--- src/hw/exec_pkg.sv ---
// shared constants, opcodes and states of the flag-branch, bit and shift executor
package exec_pkg;

    // operations presented on the issue port
    typedef enum logic [3:0] {
        OP_NONE                   = 4'h0,
        OP_BRANCH_HALF_CARRY_SET  = 4'h1,
        OP_BRANCH_HALF_CARRY_CLR  = 4'h2,
        OP_BRANCH_TRANSFER_SET    = 4'h3,
        OP_BRANCH_TRANSFER_CLR    = 4'h4,
        OP_BRANCH_OVERFLOW_SET    = 4'h5,
        OP_BRANCH_OVERFLOW_CLR    = 4'h6,
        OP_BRANCH_IRQ_ENABLED     = 4'h7,
        OP_BRANCH_IRQ_DISABLED    = 4'h8,
        OP_SET_IO_BIT             = 4'h9,
        OP_CLEAR_IO_BIT           = 4'ha,
        OP_LOGICAL_SHIFT_LEFT     = 4'hb,
        OP_LOGICAL_SHIFT_RIGHT    = 4'hc
    } op_t;

    // execution stage states
    typedef enum logic [1:0] {
        ST_IDLE     = 2'b00,
        ST_EXEC     = 2'b01,
        ST_BRANCH2  = 2'b10,
        ST_IO_WRITE = 2'b11
    } state_t;

    // bit positions inside the status byte
    localparam int FLAG_CARRY      = 0;
    localparam int FLAG_ZERO       = 1;
    localparam int FLAG_NEGATIVE   = 2;
    localparam int FLAG_OVERFLOW   = 3;
    localparam int FLAG_SIGN       = 4;
    localparam int FLAG_HALF_CARRY = 5;
    localparam int FLAG_TRANSFER   = 6;
    localparam int FLAG_IRQ_ENABLE = 7;

    // data width of registers and status byte
    localparam int DATA_W = 8;
    localparam int MSB    = DATA_W - 1;
    localparam int LSB    = 0;

    // reset values
    localparam logic [7:0] FLAGS_RESET = 8'h00;
    localparam logic [7:0] DATA_RESET  = 8'h00;

    // cycles spent in the execution stage
    localparam int CYC_BRANCH_NOT_TAKEN = 1;
    localparam int CYC_BRANCH_TAKEN     = 2;
    localparam int CYC_IO_BIT           = 2;
    localparam int CYC_SHIFT            = 1;

endpackage

--- src/hw/flag_branch_bit_shift_exec.sv ---
// executor for flag branches, i/o bit set/clear and logical shifts
`timescale 1ns/10ps
`default_nettype none
module flag_branch_bit_shift_exec
    import exec_pkg::*;
#(
    parameter int PC_W      = 16,
    parameter int DISP_W    = 7,
    parameter int IO_ADDR_W = 5,
    parameter int REG_DEPTH = 32
) (
    // clock and reset
    input  wire logic                 clk_sys,
    input  wire logic                 rst_n,
    // issue port
    input  wire logic                 instrValid,
    output logic                      instrReady,
    input  wire op_t                  instrOp,
    input  wire logic [DISP_W-1:0]    instrDisp,
    input  wire logic [4:0]           instrReg,
    input  wire logic [IO_ADDR_W-1:0] instrIoAddr,
    input  wire logic [2:0]           instrBit,
    // status byte load from the rest of the core
    input  wire logic                 flagLoad,
    input  wire logic [7:0]           flagLoadData,
    output logic      [7:0]           statusFlags,
    // register file load from the rest of the core
    input  wire logic                 regLoad,
    input  wire logic [4:0]           regLoadAddr,
    input  wire logic [7:0]           regLoadData,
    // register write-back report
    output logic                      wbValid,
    output logic      [4:0]           wbAddr,
    output logic      [7:0]           wbData,
    // program counter
    output logic      [PC_W-1:0]      pc,
    output logic                      branchTaken,
    // i/o register space
    output logic      [IO_ADDR_W-1:0] ioAddr,
    output logic                      ioRdEn,
    input  wire logic [7:0]           ioRdData,
    output logic                      ioWrEn,
    output logic      [7:0]           ioWrData
);

    localparam int REG_AW = 5;

    // parameter checks
    if (DISP_W < 2 || DISP_W > PC_W) begin : g_chk_disp
        $error("flag_branch_bit_shift_exec: DISP_W must lie in 2..PC_W");
    end
    if (REG_DEPTH > (1 << REG_AW) || REG_DEPTH < 1) begin : g_chk_depth
        $error("flag_branch_bit_shift_exec: REG_DEPTH must lie in 1..32");
    end

    // execution stage state
    state_t                 state_q;
    state_t                 state_d;
    op_t                    op_q;
    op_t                    op_d;
    logic [DISP_W-1:0]      disp_q;
    logic [DISP_W-1:0]      disp_d;
    logic [4:0]             regAddr_q;
    logic [4:0]             regAddr_d;
    logic [IO_ADDR_W-1:0]   ioAddr_q;
    logic [IO_ADDR_W-1:0]   ioAddr_d;
    logic [2:0]             bit_q;
    logic [2:0]             bit_d;
    logic                   ioFwd_q;
    logic                   ioFwd_d;

    // architectural state and outputs
    logic [PC_W-1:0]        pc_q;
    logic [PC_W-1:0]        pc_d;
    logic [7:0]             flags_q;
    logic [7:0]             flags_d;
    logic                   branch_q;
    logic                   branch_d;
    logic [7:0]             ioWrData_q;
    logic [7:0]             ioWrData_d;
    logic                   wbValid_q;
    logic                   wbValid_d;
    logic [4:0]             wbAddr_q;
    logic [4:0]             wbAddr_d;
    logic [7:0]             wbData_q;
    logic [7:0]             wbData_d;

    // decode and datapath helpers
    logic                   accept;
    logic                   done;
    logic                   isBranch;
    logic                   isIoBit;
    logic                   isShift;
    logic                   condTrue;
    logic [7:0]             regRdData;
    logic [7:0]             shiftRes;
    logic                   shiftOut;
    logic [7:0]             ioBase;
    logic [7:0]             bitMask;
    logic [PC_W-1:0]        dispExt;
    logic                   rfWrEn;
    logic [4:0]             rfWrAddr;
    logic [7:0]             rfWrData;

    // operation class of the instruction in the execution stage
    always_comb begin
        isBranch = (op_q >= OP_BRANCH_HALF_CARRY_SET) && (op_q <= OP_BRANCH_IRQ_DISABLED);
        isIoBit  = (op_q == OP_SET_IO_BIT) || (op_q == OP_CLEAR_IO_BIT);
        isShift  = (op_q == OP_LOGICAL_SHIFT_LEFT) || (op_q == OP_LOGICAL_SHIFT_RIGHT);
    end

    // branch condition from the current status byte
    always_comb begin
        case (op_q)
            OP_BRANCH_HALF_CARRY_SET: condTrue = flags_q[FLAG_HALF_CARRY];
            OP_BRANCH_HALF_CARRY_CLR: condTrue = !flags_q[FLAG_HALF_CARRY];
            OP_BRANCH_TRANSFER_SET:   condTrue = flags_q[FLAG_TRANSFER];
            OP_BRANCH_TRANSFER_CLR:   condTrue = !flags_q[FLAG_TRANSFER];
            OP_BRANCH_OVERFLOW_SET:   condTrue = flags_q[FLAG_OVERFLOW];
            OP_BRANCH_OVERFLOW_CLR:   condTrue = !flags_q[FLAG_OVERFLOW];
            OP_BRANCH_IRQ_ENABLED:    condTrue = flags_q[FLAG_IRQ_ENABLE];
            OP_BRANCH_IRQ_DISABLED:   condTrue = !flags_q[FLAG_IRQ_ENABLE];
            default:                  condTrue = 1'b0;
        endcase
    end

    // sign-extended displacement
    assign dispExt = PC_W'($signed(disp_q));

    // shifter: zero fill, carry from the bit pushed out
    always_comb begin
        if (op_q == OP_LOGICAL_SHIFT_LEFT) begin
            shiftRes = {regRdData[MSB-1:LSB], 1'b0};
            shiftOut = regRdData[MSB];
        end else begin
            shiftRes = {1'b0, regRdData[MSB:LSB+1]};
            shiftOut = regRdData[LSB];
        end
    end

    // i/o read-modify-write: forwarded value if the prior write hit the same address
    always_comb begin
        ioBase  = ioFwd_q ? ioWrData_q : ioRdData;
        bitMask = 8'h01 << bit_q;
    end

    // completion of the instruction held in the execution stage
    always_comb begin
        case (state_q)
            ST_EXEC:     done = !((isBranch && condTrue) || isIoBit);
            ST_BRANCH2:  done = 1'b1;
            ST_IO_WRITE: done = !(instrValid && (instrIoAddr != ioAddr_q) && // one i/o address
                                  ((instrOp == OP_SET_IO_BIT) || (instrOp == OP_CLEAR_IO_BIT)));
            default:     done = 1'b0;
        endcase
        instrReady = (state_q == ST_IDLE) || done;
        accept     = instrValid && instrReady;
    end

    // register file port: shift write-back wins over an outside load
    always_comb begin
        rfWrEn   = regLoad;
        rfWrAddr = regLoadAddr;
        rfWrData = regLoadData;
        if (state_q == ST_EXEC && isShift) begin
            rfWrEn   = 1'b1;
            rfWrAddr = regAddr_q;
            rfWrData = shiftRes;
        end
    end

    reg_file_mem #(
        .DEPTH  (REG_DEPTH),
        .WIDTH  (DATA_W),
        .ADDR_W (REG_AW)
    ) u_regs (
        .clk_sys (clk_sys),
        .wrEn    (rfWrEn),
        .wrAddr  (rfWrAddr),
        .wrData  (rfWrData),
        .rdEn    (accept),
        .rdAddr  (instrReg),
        .rdData  (regRdData)
    );

    // i/o port: read launched on accept, write from a register
    always_comb begin
        ioRdEn = accept && ((instrOp == OP_SET_IO_BIT) || (instrOp == OP_CLEAR_IO_BIT));
        ioAddr = ioRdEn ? instrIoAddr : ioAddr_q;
        ioWrEn = (state_q == ST_IO_WRITE);
    end

    // next state of the execution stage
    always_comb begin
        state_d   = state_q;
        op_d      = op_q;
        disp_d    = disp_q;
        regAddr_d = regAddr_q;
        ioAddr_d  = ioAddr_q;
        bit_d     = bit_q;
        ioFwd_d   = 1'b0;
        case (state_q)
            ST_EXEC: begin
                if (isBranch && condTrue) begin
                    state_d = ST_BRANCH2;
                end else if (isIoBit) begin
                    state_d = ST_IO_WRITE;
                end else begin
                    state_d = ST_IDLE;
                end
            end
            ST_BRANCH2:  state_d = ST_IDLE;
            ST_IO_WRITE: state_d = ST_IDLE;
            ST_IDLE:     state_d = ST_IDLE;
            default:     state_d = ST_IDLE;
        endcase
        if (accept) begin
            state_d   = ST_EXEC;
            op_d      = instrOp;
            disp_d    = instrDisp;
            regAddr_d = instrReg;
            ioAddr_d  = instrIoAddr;
            bit_d     = instrBit;
            ioFwd_d   = ioWrEn && (ioAddr_q == instrIoAddr);
        end
    end

    // next pc, status byte and reported results
    always_comb begin
        pc_d       = pc_q;
        flags_d    = flagLoad ? flagLoadData : flags_q;
        branch_d   = 1'b0;
        ioWrData_d = ioWrData_q;
        wbValid_d  = 1'b0;
        wbAddr_d   = wbAddr_q;
        wbData_d   = wbData_q;
        case (state_q)
            ST_EXEC: begin
                if ((isBranch && !condTrue) || isShift || (op_q == OP_NONE)) begin
                    pc_d = pc_q + PC_W'(1);
                end
                if (isIoBit) begin
                    if (op_q == OP_SET_IO_BIT) begin
                        ioWrData_d = ioBase | bitMask;
                    end else begin
                        ioWrData_d = ioBase & ~bitMask;
                    end
                end
                if (isShift) begin
                    flags_d[FLAG_ZERO]     = (shiftRes == DATA_RESET);
                    flags_d[FLAG_CARRY]    = shiftOut;
                    flags_d[FLAG_NEGATIVE] = shiftRes[MSB];
                    flags_d[FLAG_OVERFLOW] = shiftRes[MSB] ^ shiftOut;
                    wbValid_d = 1'b1;
                    wbAddr_d  = regAddr_q;
                    wbData_d  = shiftRes;
                end
            end
            ST_BRANCH2: begin
                pc_d     = pc_q + dispExt + PC_W'(1);
                branch_d = 1'b1;
            end
            ST_IO_WRITE: pc_d = pc_q + PC_W'(1);
            default:     pc_d = pc_q;
        endcase
    end

    // execution stage registers
    always_ff @(posedge clk_sys) begin
        if (!rst_n) begin
            state_q   <= ST_IDLE;
            op_q      <= OP_NONE;
            disp_q    <= '0;
            regAddr_q <= '0;
            ioAddr_q  <= '0;
            bit_q     <= '0;
            ioFwd_q   <= 1'b0;
        end else begin
            state_q   <= state_d;
            op_q      <= op_d;
            disp_q    <= disp_d;
            regAddr_q <= regAddr_d;
            ioAddr_q  <= ioAddr_d;
            bit_q     <= bit_d;
            ioFwd_q   <= ioFwd_d;
        end
    end

    // architectural and output registers
    always_ff @(posedge clk_sys) begin
        if (!rst_n) begin
            pc_q       <= '0;
            flags_q    <= FLAGS_RESET;
            branch_q   <= 1'b0;
            ioWrData_q <= DATA_RESET;
            wbValid_q  <= 1'b0;
            wbAddr_q   <= '0;
            wbData_q   <= DATA_RESET;
        end else begin
            pc_q       <= pc_d;
            flags_q    <= flags_d;
            branch_q   <= branch_d;
            ioWrData_q <= ioWrData_d;
            wbValid_q  <= wbValid_d;
            wbAddr_q   <= wbAddr_d;
            wbData_q   <= wbData_d;
        end
    end

    // outputs
    assign pc          = pc_q;
    assign statusFlags = flags_q;
    assign branchTaken = branch_q;
    assign ioWrData    = ioWrData_q;
    assign wbValid     = wbValid_q;
    assign wbAddr      = wbAddr_q;
    assign wbData      = wbData_q;

endmodule
`default_nettype wire

--- src/hw/reg_file_mem.sv ---
// general purpose register file, one write and one registered read port
`timescale 1ns/10ps
`default_nettype none
module reg_file_mem #(
    parameter int DEPTH  = 32,
    parameter int WIDTH  = 8,
    parameter int ADDR_W = 5
) (
    // clock
    input  wire logic              clk_sys,
    // write port
    input  wire logic              wrEn,
    input  wire logic [ADDR_W-1:0] wrAddr,
    input  wire logic [WIDTH-1:0]  wrData,
    // read port, data one cycle after the address
    input  wire logic              rdEn,
    input  wire logic [ADDR_W-1:0] rdAddr,
    output logic      [WIDTH-1:0]  rdData
);

    logic [WIDTH-1:0] mem [DEPTH];
    logic [WIDTH-1:0] rdData_d;

    if (DEPTH > (1 << ADDR_W)) begin : g_chk
        $error("reg_file_mem: DEPTH exceeds address range");
    end

    // write-first read so a back-to-back update is seen
    always_comb begin
        rdData_d = rdData;
        if (rdEn) begin
            if (wrEn && (wrAddr == rdAddr)) begin
                rdData_d = wrData;
            end else begin
                rdData_d = mem[rdAddr];
            end
        end
    end

    // storage and read register
    always_ff @(posedge clk_sys) begin
        if (wrEn) begin
            mem[wrAddr] <= wrData;
        end
        rdData <= rdData_d;
    end

endmodule
`default_nettype wire

--- config.mk ---
export PLATFORM = sky130hd
export DESIGN_NAME = flag_branch_bit_shift_exec
export DESIGN_NICKNAME = d
export VERILOG_FILES = /design/src/hw/exec_pkg.sv /design/src/hw/flag_branch_bit_shift_exec.sv /design/src/hw/reg_file_mem.sv
export SDC_FILE = /design/constraint.sdc
export NUM_CORES = 1
export LEC_CHECK = 0
export BUFFER_PORTS_ARGS = -buffer_cell sky130_fd_sc_hd__clkbuf_2
export CAP_MARGIN = 20
export CORE_MARGIN = 4
export CORE_UTILIZATION = 55
export DETAILED_ROUTE_END_ITERATION = 8
export PLACE_DENSITY = 0.74
export SLEW_MARGIN = 20
export SYNTH_ARGS = -nofsm -noshare
export SYNTH_HDL_FRONTEND = slang
export SYNTH_SLANG_ARGS = --single-unit
--- constraint.sdc ---
create_clock -name clk_sys -period 3.9 [get_ports clk_sys]
set_clock_uncertainty 0.1 [all_clocks]
set_input_delay 0.78 -clock clk_sys [delete_from_list [all_inputs] [get_ports clk_sys]]
set_output_delay 0.78 -clock clk_sys [all_outputs]
set_load 0.01 [all_outputs]
Word-level counts from Yosys, hierarchy flattened
Memory sizes are Yosys's and may differ from the RTL's. A register that Yosys moved wholly into a read port is not among the register bits.
Index checks and enable logic that the tools add are counted.
{"block": "totals", "register_bits": 74, "ram_bits": 256, "input_bits": 58, "out_inout_bits": 55, "memories": 1}
{"memory": "u_regs.mem", "depth": 32, "width": 8, "rd": 1, "rd_clocked_by_memory_dff": 1, "write_ports": 1, "line_no": "reg_file_mem.sv:21", "rtl": "logic [WIDTH-1:0] mem [DEPTH];"}
{"block": "op_classes", "addsub": 3, "magnitude_cmp": 2, "n_eq_ne": 20, "n_shift": 1, "muxes": 23, "bitwise": 5, "reduce_logical": 34}
{"op": "$pmux W16 S3", "count": 1}
{"op": "$add A16 B1 Y16 const B", "count": 2}
{"op": "$mux W8", "count": 4}
{"op": "$eq A4 B4 Y1 const B", "count": 7}
{"op": "$add A16 B16 Y16", "count": 1}
{"op": "$eq A4 B3 Y1 const B", "count": 4}
{"op": "$mux W16", "count": 1}
{"op": "$mux W4", "count": 3}
{"op": "$mux W5", "count": 2}
{"op": "$reduce_and A2 Y1", "count": 5}
{"op": "$logic_and A1 B1 Y1", "count": 9}
{"op": "$and A8 B8 Y8", "count": 1}
{"op": "$eq A4 B2 Y1 const B", "count": 2}
{"op": "$logic_not A8 Y1", "count": 1}
{"op": "$not A8 Y8", "count": 1}
{"op": "$or A8 B8 Y8", "count": 1}
{"op": "$pmux W1 S8", "count": 1}
{"op": "$shl A1 B3 Y8 const A", "count": 1}
{"op": "$logic_not A1 Y1", "count": 7}
{"op": "$logic_or A1 B1 Y1", "count": 7}
{"op": "$mux W1", "count": 7}
{"op": "$eq A5 B5 Y1", "count": 1}
{"op": "$ne A5 B5 Y1", "count": 1}
{"op": "$eq A2 B2 Y1 const B", "count": 2}
{"op": "other kinds (15)", "count": 16}

Depth between registers and ports, before layout
Gate-level depths: netlist of the first run.
{"block": "depth", "depth_word": 10, "depth_mapped": 11, "depth_no_buf": 11}

By module
From an unflattened synthesis of the first run, not the netlist that was laid out.
{"block": "hier_totals", "hier_cells": 1161, "hier_area_um2": 15561.2}
{"module": "reg_file_mem", "instances": 1, "cells_each": 539, "area_each_um2": 10749.1, "seq_area_each_um2": 7927.6}
{"module": "flag_branch_bit_shift_exec", "instances": 1, "cells_each": 622, "area_each_um2": 4812.1, "seq_area_each_um2": 1481.4}

Worst setup path before layout of the first run
Ideal clock, no wire load.
{"block": "synth_path", "kind": "in2reg", "start": "in instrReg[0]", "end": "reg u_regs.rdData[0], read port of u_regs.mem (data pin)", "setup_time_ns": 0.260, "arrival_ns": 2.957, "slack_ns": 0.583, "path_stages": 6, "n_path_buf": 2, "path_cell_list": "clkbuf_1 buf_1 mux4_2 mux4_2 mux2_2 mux2_2"}
{"item": "start, declared", "line_no": "flag_branch_bit_shift_exec.sv:20", "rtl": "input wire logic [4:0] instrReg,"}
{"item": "end, declared", "line_no": "reg_file_mem.sv:18", "rtl": "output logic [WIDTH-1:0] rdData"}

Final worst setup path of the first run
{"block": "layout_path", "start": "reg op_q[1]", "end": "out ioAddr[0]"}
{"block": "layout_via", "elab_chain_len": 10, "word_cells_on_any_way": 23, "cone_classes": "order compare (2); eq/ne (10); mux (3); reduce/logical (8)"}
{"item": "start, declared", "line_no": "flag_branch_bit_shift_exec.sv:59", "rtl": "op_t op_q;"}
{"item": "start signal, assigned", "line_no": "flag_branch_bit_shift_exec.sv:280", "rtl": "op_q <= op_d;"}
{"item": "$eq A4 B4 Y1 (tied with other cells)", "line_no": "flag_branch_bit_shift_exec.sv:114", "rtl": "case (op_q)"}
{"item": "$pmux W1 S8 / $logic_and A1 B1 Y1 (equally long branches)", "line_no": "flag_branch_bit_shift_exec.sv:114, flag_branch_bit_shift_exec.sv:107"}
{"item": "$logic_and A1 B1 Y1", "line_no": "flag_branch_bit_shift_exec.sv:150", "rtl": "ST_EXEC: done = !((isBranch && condTrue) || isIoBit);"}
{"item": "$logic_or A1 B1 Y1 *", "line_no": "flag_branch_bit_shift_exec.sv:150"}
{"item": "$logic_not A1 Y1 *", "line_no": "flag_branch_bit_shift_exec.sv:150"}
{"item": "$pmux W1 S3 *", "line_no": "flag_branch_bit_shift_exec.sv:149", "rtl": "case (state_q)"}
{"item": "$logic_or A1 B1 Y1 *", "line_no": "flag_branch_bit_shift_exec.sv:156", "rtl": "instrReady = (state_q == ST_IDLE) || done;"}
{"item": "$logic_and A1 B1 Y1 *", "line_no": "flag_branch_bit_shift_exec.sv:157", "rtl": "accept = instrValid && instrReady;"}
{"item": "$logic_and A1 B1 Y1 *", "line_no": "flag_branch_bit_shift_exec.sv:188", "rtl": "ioRdEn = accept && ((instrOp == OP_SET_IO_BIT) || (instrOp == OP_CLEAR_IO_BIT));"}
{"item": "$mux W5 *", "line_no": "flag_branch_bit_shift_exec.sv:189", "rtl": "ioAddr = ioRdEn ? instrIoAddr : ioAddr_q;"}
{"item": "end, declared", "line_no": "flag_branch_bit_shift_exec.sv:39", "rtl": "output logic [IO_ADDR_W-1:0] ioAddr,"}
Mark *: on every way between the ends. The rest lies on a longest branch, timed or not.

==> qor.txt, run 1 <==
Mapped Nets -> 1,070
vias in the first global route -> 9,107
total core area -> 26,900 µm²
Die W -> 173 µm
synth unique cells -> 67
post-synthesis cell count -> 995
maximum vdd drop -> 0.433 mV
Initial Util -> 55.7%
clk_lat worst skew -> 520 ps
FF-to-FF Start -> state_q[0]$_SDFF_PN0_
most common cell after layout, fill and taps aside -> edfxtp_1
die area -> 29,900 µm²
CTS root buf -> clkbuf_16
first-pass GRT wire length -> 53,600 µm
leakage -> 0.00634 µW
Post-synth EDFFs -> 264
Final ANT Viol Nets -> 0
wire per inst -> 23.2 µm
Seq pwr share -> 50.6%
sw frac -> 22.0%
CTS tree -> built
Area Growth Syn to Fin -> 15.4%
Worst Setup End Kind -> output port
Max Cap Viol -> 0
CP Depth -> 7
largest net degree at the start of global routing -> 45
P_int -> 6200 µW
Switching Power -> 1750 µW
DRT iter0 DRCs -> 874
top_reg_cell synth -> edfxtp_1
Via density -> 6.08
total CTS buffers -> 35
min-delay src -> wbData[0]$_SDFFE_PN0P_
CP max FO -> 12
most frequent cells in the layout -> edfxtp_1, clkbuf_2, mux4_2
final setup vio count -> 0
Clock Path Buffers -> 3
Slew Limit Fails -> 0
relative slew slack -> 35.4%
I/O pins -> 113
HP Class -> reg2reg
status -> finished, final reports clean
setup repair bufs after CTS -> 0
Sink Count -> 338
Register-to-Register Path Depth -> 7
final net count -> 1,215
Setup Crit Path Kind -> reg2out
register clock-pin slew on the reported worst setup and hold paths -> 60 ps
diode count -> 0
CP peak stage delay -> 470 ps
Seq/Total Area, Yosys -> 62.9%
clock period minus worst slack -> 3650 ps
fill count -> 1,937
Clock Power Share -> 41.3%
Vias -> 9,157
Fin. Hold Viols -> 0
Power Density -> 460 nW/µm²
setup tns final -> 0 ps
buffers added on ports -> 112
CP bufs+invs -> 1
H-Tree Depth -> 2
fmax -> 274 MHz
Comb pwr share -> 8.1%
WHS Endpoint -> wbData[0]$_SDFFE_PN0P_
std cell rows -> 60
unrepaired setup endpoints after global routing -> false
Seq. cell area -> 9410 µm²
Placed Area -> 16,100 µm²
overall track demand over capacity in global routing -> 23.1%
delay-heaviest family, CP -> multiplexers
startpoint class of the critical path -> register
FF+latch count, synth -> 338
routed wire length -> 34,900 µm
Most Frequent Cell on Critical Path -> mux2_2
Placer Congestion -> 0.864
final worst-path cycle share -> 93.5%
Mapped Avg Cell Area -> 15.0 µm²
Reg-to-Reg End -> u_regs.mem[29][3]$_DFFE_PP_
crit path max-delay cell type -> dfxtp_2
Die Height -> 173 µm
Async SR Flop Fraction -> 0%
Cell Area, Synth -> 15,000 µm²
CP arrival -> 2770 ps
Reg2Reg Setup Slack -> 640 ps
number of remaining DRC errors -> 0
yosys warns -> 0
fin area -> 17,300 µm²
multi-input combinational cell area -> 5260 µm²
Critical Path, Cell by Cell -> mux2_2, mux2i_1, o221ai_1, a21bo_2, nor3_4, mux2_2, clkbuf_2
Worst EP required -> 3020 ps
initial antenna violation count -> 0
Worst Tran Pin Value -> 945 ps
worst hold stages -> 2
grt total ovfl -> 0
1st-pass router iterations -> 8
proportion of layout cells with a drive suffix above 1 -> 29.5%
DP HPWL -> 22,900 µm
metal layers:
metal | track usage, % | share of wire, %
met1 | 32.1 | 41
met2 | 36.5 | 47
met3 | 5.42 | 8.4
met4 | 7.95 | 3.1
met5 | 0 | 0
final cells by class:
cell class / instances / area share (%)
Sequential cell: 338 / 54.5
Multi-Input combinational cell: 590 / 30.4
Timing Repair Buffer: 161 / 5.73
Clock buffer: 42 / 5.35
Tap cell: 341 / 2.47
Clock inverter: 19 / 1.21
Inverter: 14 / 0.304
per-stage QoR:
step	hold slack, ps	util, %	setup WS (ps)	total power [µW]	cells
finish	361	64.2	253	7950	1505
global route	389	64.2	98.5	8230	1505
CTS	367	64.1	140	8010	1504
detailed placement	358	59.9	536	4730	1443
global placement	353	59.9	592	4720	1443
floorplan	354	-	583	4520	995
worst register-to-register path, stage by stage, from the launching register on:
cell and delay, ps:
dfxtp_1 580, and2b_1 390, o211a_1 380, buf_4 320, nand2_1 150, nand2_1 100
nand2_1 160, nor2_1 700
cells in the mapped netlist (all sizes together) (16+ instances only):
| cell | number | area, µm² |
|---|---|---|
| a21oi | 31 | 155 |
| buf | 19 | 125 |
| clkbuf | 34 | 128 |
| dfxtp | 74 | 1480 |
| edfxtp | 264 | 7930 |
| ha | 16 | 200 |
| mux2 | 23 | 259 |
| mux2i | 46 | 477 |
| mux4 | 80 | 1800 |
| nand2 | 73 | 274 |
| nand3 | 30 | 150 |
| nor2 | 73 | 277 |
| nor2b | 31 | 194 |
| o21ai | 23 | 115 |
| xnor2 | 16 | 140 |
registers in the layout, indices dropped and copies added, names as in the netlist, named ones only:
register       count
wbAddr             5
u_regs.mem       256
disp_q             7
state_q            2
u_regs.rdData      8
wbData             8
regAddr_q          5
ioAddr_q           5
wbValid            1
branchTaken        1
statusFlags        8
bit_q              3
pc                16
op_q               4
ioFwd_q            1
power groups by stage:
stage	clock network (µW)	logic (µW)	registers (µW)
global placement	0	626	4090
finish	3280	646	4020
CTS	3340	645	4020
global route	3500	703	4020
floorplan	0	443	4070
detailed placement	0	640	4090
cells by family (layout without fill, tap and decap cells):
group | count (synthesis) | count (layout) | synth area share, %
AOI/OAI and AO/OA | 138 | 138 | 6.55
xor gates and xnor gates | 27 | 27 | 1.58
adders and majority gates | 17 | 17 | 1.47
buffers and inverters | 67 | 236 | 2.04
DFF | 338 | 338 | 62.9
muxes | 149 | 149 | 17.0
and+or+nand+nor | 259 | 259 | 8.48
worst max path at each step:
stage | to | slack, ps | start
floorplan | u_regs.rdData[0]$_DFFE_PP_ | 580 | instrReg[0]
global placement | u_regs.rdData[1]$_DFFE_PP_ | 590 | instrReg[0]
detailed placement | u_regs.rdData[6]$_DFFE_PP_ | 540 | instrReg[0]
CTS | ioAddr[0] | 140 | op_q[1]$_SDFFE_PN0P_
global route | ioAddr[1] | 100 | op_q[1]$_SDFFE_PN0P_
finish | ioAddr[0] | 250 | op_q[1]$_SDFFE_PN0P_
repair_timing:
| action | 4_1_cts | 5_1_grt |
|---|---|---|
| gates cloned | 0 | 0 |
| hold buffers | 0 | 0 |
| pin swaps | 0 | 0 |
| setup endpoints to repair | 4 | 5 |
| resized for setup | 1 | 1 |
Note: power is estimated with default switching activity, not from simulation.
==> run 2: changes to the inputs <==
--- a/config.mk
+++ b/config.mk
@@ -7,6 +7,7 @@
 export LEC_CHECK = 0
 export BUFFER_PORTS_ARGS = -buffer_cell sky130_fd_sc_hd__clkbuf_2
 export CAP_MARGIN = 20
+export CORE_ASPECT_RATIO = 0.75
 export CORE_MARGIN = 4
 export CORE_UTILIZATION = 55
 export DETAILED_ROUTE_END_ITERATION = 8
==> run 2 against run 1 <==
  * Clock power is 3% lower
  * Clock-buffer cell count is 1 higher
  * Critical path type unchanged
  * Largest cell class unchanged
  * Register-to-register slack worse by 60 ps
  * Combinational power hardly changed
==> qor.txt, run 2 (synthesis results as in run 1) <==
final net count -> 1,216
HP Class -> reg2reg
setup tns final -> 0 ps
multi-input combinational cell area -> 5250 µm²
Setup Crit Path Kind -> reg2out
final worst-path cycle share -> 93.9%
buffers added on ports -> 112
Hold WS -> 367 ps
CP startpoint -> op_q[1]$_SDFFE_PN0P_
most common cell after layout, fill and taps aside -> edfxtp_1
Critical Path, Cell by Cell -> mux2_2, mux2i_1, o221ai_1, a21bo_2, nor3_4, mux2_2, clkbuf_2
FF-to-FF Start -> op_q[0]$_SDFFE_PN0P_
fmax -> 273 MHz
clock period minus worst slack -> 3660 ps
CTS tree -> built
Sink Count -> 338
die area -> 29,900 µm²
Clock Path Buffers -> 3
status -> finished, final reports clean
largest net degree at the start of global routing -> 67
Die W -> 198 µm
Die Height -> 151 µm
DP HPWL -> 23,900 µm
H-Tree Depth -> 2
Register-to-Register Path Depth -> 8
Worst Setup End Kind -> output port
wire per inst -> 23.8 µm
Reg-to-Reg End -> u_regs.rdData[5]$_DFFE_PP_
Vias -> 9,215
first-pass GRT wire length -> 54,400 µm
Seq. cell area -> 9410 µm²
Area Growth Syn to Fin -> 14.9%
most frequent cells in the layout -> edfxtp_1, clkbuf_2, mux4_2
leakage -> 0.00633 µW
CTS root buf -> clkbuf_16
Slew Limit Fails -> 0
DRT iter0 DRCs -> 1,108
total core area -> 26,400 µm²
total CTS buffers -> 34
maximum vdd drop -> 0.403 mV
setup repair bufs after CTS -> 0
register clock-pin slew on the reported worst setup and hold paths -> 60 ps
Reg2Reg Setup Slack -> 580 ps
routed wire length -> 35,900 µm
Worst Tran Pin Value -> 961 ps
max FFs per register -> 256
CP peak stage delay -> 470 ps
CP max FO -> 12
CP arrival -> 2780 ps
overall track demand over capacity in global routing -> 24.2%
met2 WL -> 16,400 µm
Initial Util -> 56.8%
I/O pins -> 113
1st-pass router iterations -> 5
Worst EP required -> 3020 ps
diode count -> 0
CP Capture Point -> ioAddr[2]
initial antenna violation count -> 1
final setup vio count -> 0
Power Density -> 456 nW/µm²
clk_lat worst skew -> 510 ps
startpoint class of the critical path -> register
Via density -> 6.11
Final ANT Viol Nets -> 0
routed wl met3 -> 2580 µm
met1 wire length -> 16,000 µm
std cell rows -> 51
proportion of layout cells with a drive suffix above 1 -> 29.1%
Placer Congestion -> 0.855
relative slew slack -> 34.3%
highest metal used -> met4
grt total ovfl -> 0
number of remaining DRC errors -> 0
fill count -> 1,852
vias in the first global route -> 8,910
crit path max-delay cell type -> dfxtp_2
Most flops, register -> u_regs.mem
Most Frequent Cell on Critical Path -> mux2_2
unrepaired setup endpoints after global routing -> false
Max Cap Viol -> 0
Fin. Hold Viols -> 0
-- run 2: worst min path at each step --
stage,startpoint,end,slack (ps),cells after the start
floorplan,regAddr_q[1]$_SDFFE_PN0P_,wbAddr[1]$_SDFFE_PN0P_,350,2
global placement,wbAddr[2]$_SDFFE_PN0P_,wbAddr[2]$_SDFFE_PN0P_,350,2
detailed placement,wbAddr[2]$_SDFFE_PN0P_,wbAddr[2]$_SDFFE_PN0P_,360,2
CTS,wbAddr[2]$_SDFFE_PN0P_,wbAddr[2]$_SDFFE_PN0P_,370,2
global route,wbAddr[3]$_SDFFE_PN0P_,wbAddr[3]$_SDFFE_PN0P_,390,2
finish,wbAddr[2]$_SDFFE_PN0P_,wbAddr[2]$_SDFFE_PN0P_,370,2
-- run 2: cell type report --
class	count	area share, %
tap	344	2.50
clock inverter	16	0.917
timing repair buffer	163	5.72
clock buffer	43	5.27
sequential	338	54.7
inverter	14	0.306
multi-input combinational	590	30.5
-- run 2: worst max-delay path: cells and delay by family (launching register included) --
kind	cells	cell delay (ps)
and+or+nand+nor	1	360
buffers and inverters	1	130
AOI/OAI and AO/OA	2	400
DFF	1	470
muxes	3	920
-- run 2: report_power, final --
group | internal (µW) | leakage [µW] | total [µW] | switching [µW]
Combinational | 287 | 0.00282 | 647 | 361
Clock | 1850 | 0.000524 | 3170 | 1330
Sequential | 3950 | 0.00299 | 4020 | 69.3
-- run 2: what timing repair did --
item / 4_1_cts / 5_1_grt
hold buffers: 0 / 0
resized for setup: 1 / 1
setup endpoints to repair: 5 / 5
-- run 2: metrics by stage --
stage	utilization, %	instances	worst slack [ps]	power, µW	area [µm²]
CTS	65.2	1508	96.5	7890	17200
global route	65.2	1508	106	8110	17200
detailed placement	61.2	1449	536	4740	16100
finish	65.2	1508	239	7840	17200
floorplan	-	995	583	4520	15000
global placement	61.2	1449	552	4730	16100
-- run 2: per-layer routing --
layer,vias to the layer above,GRT usage [%]
li1,4153,-
met3,63,4.25
met1,4643,37.3
met2,356,36.3
met4,0,6.53
met5,-,0
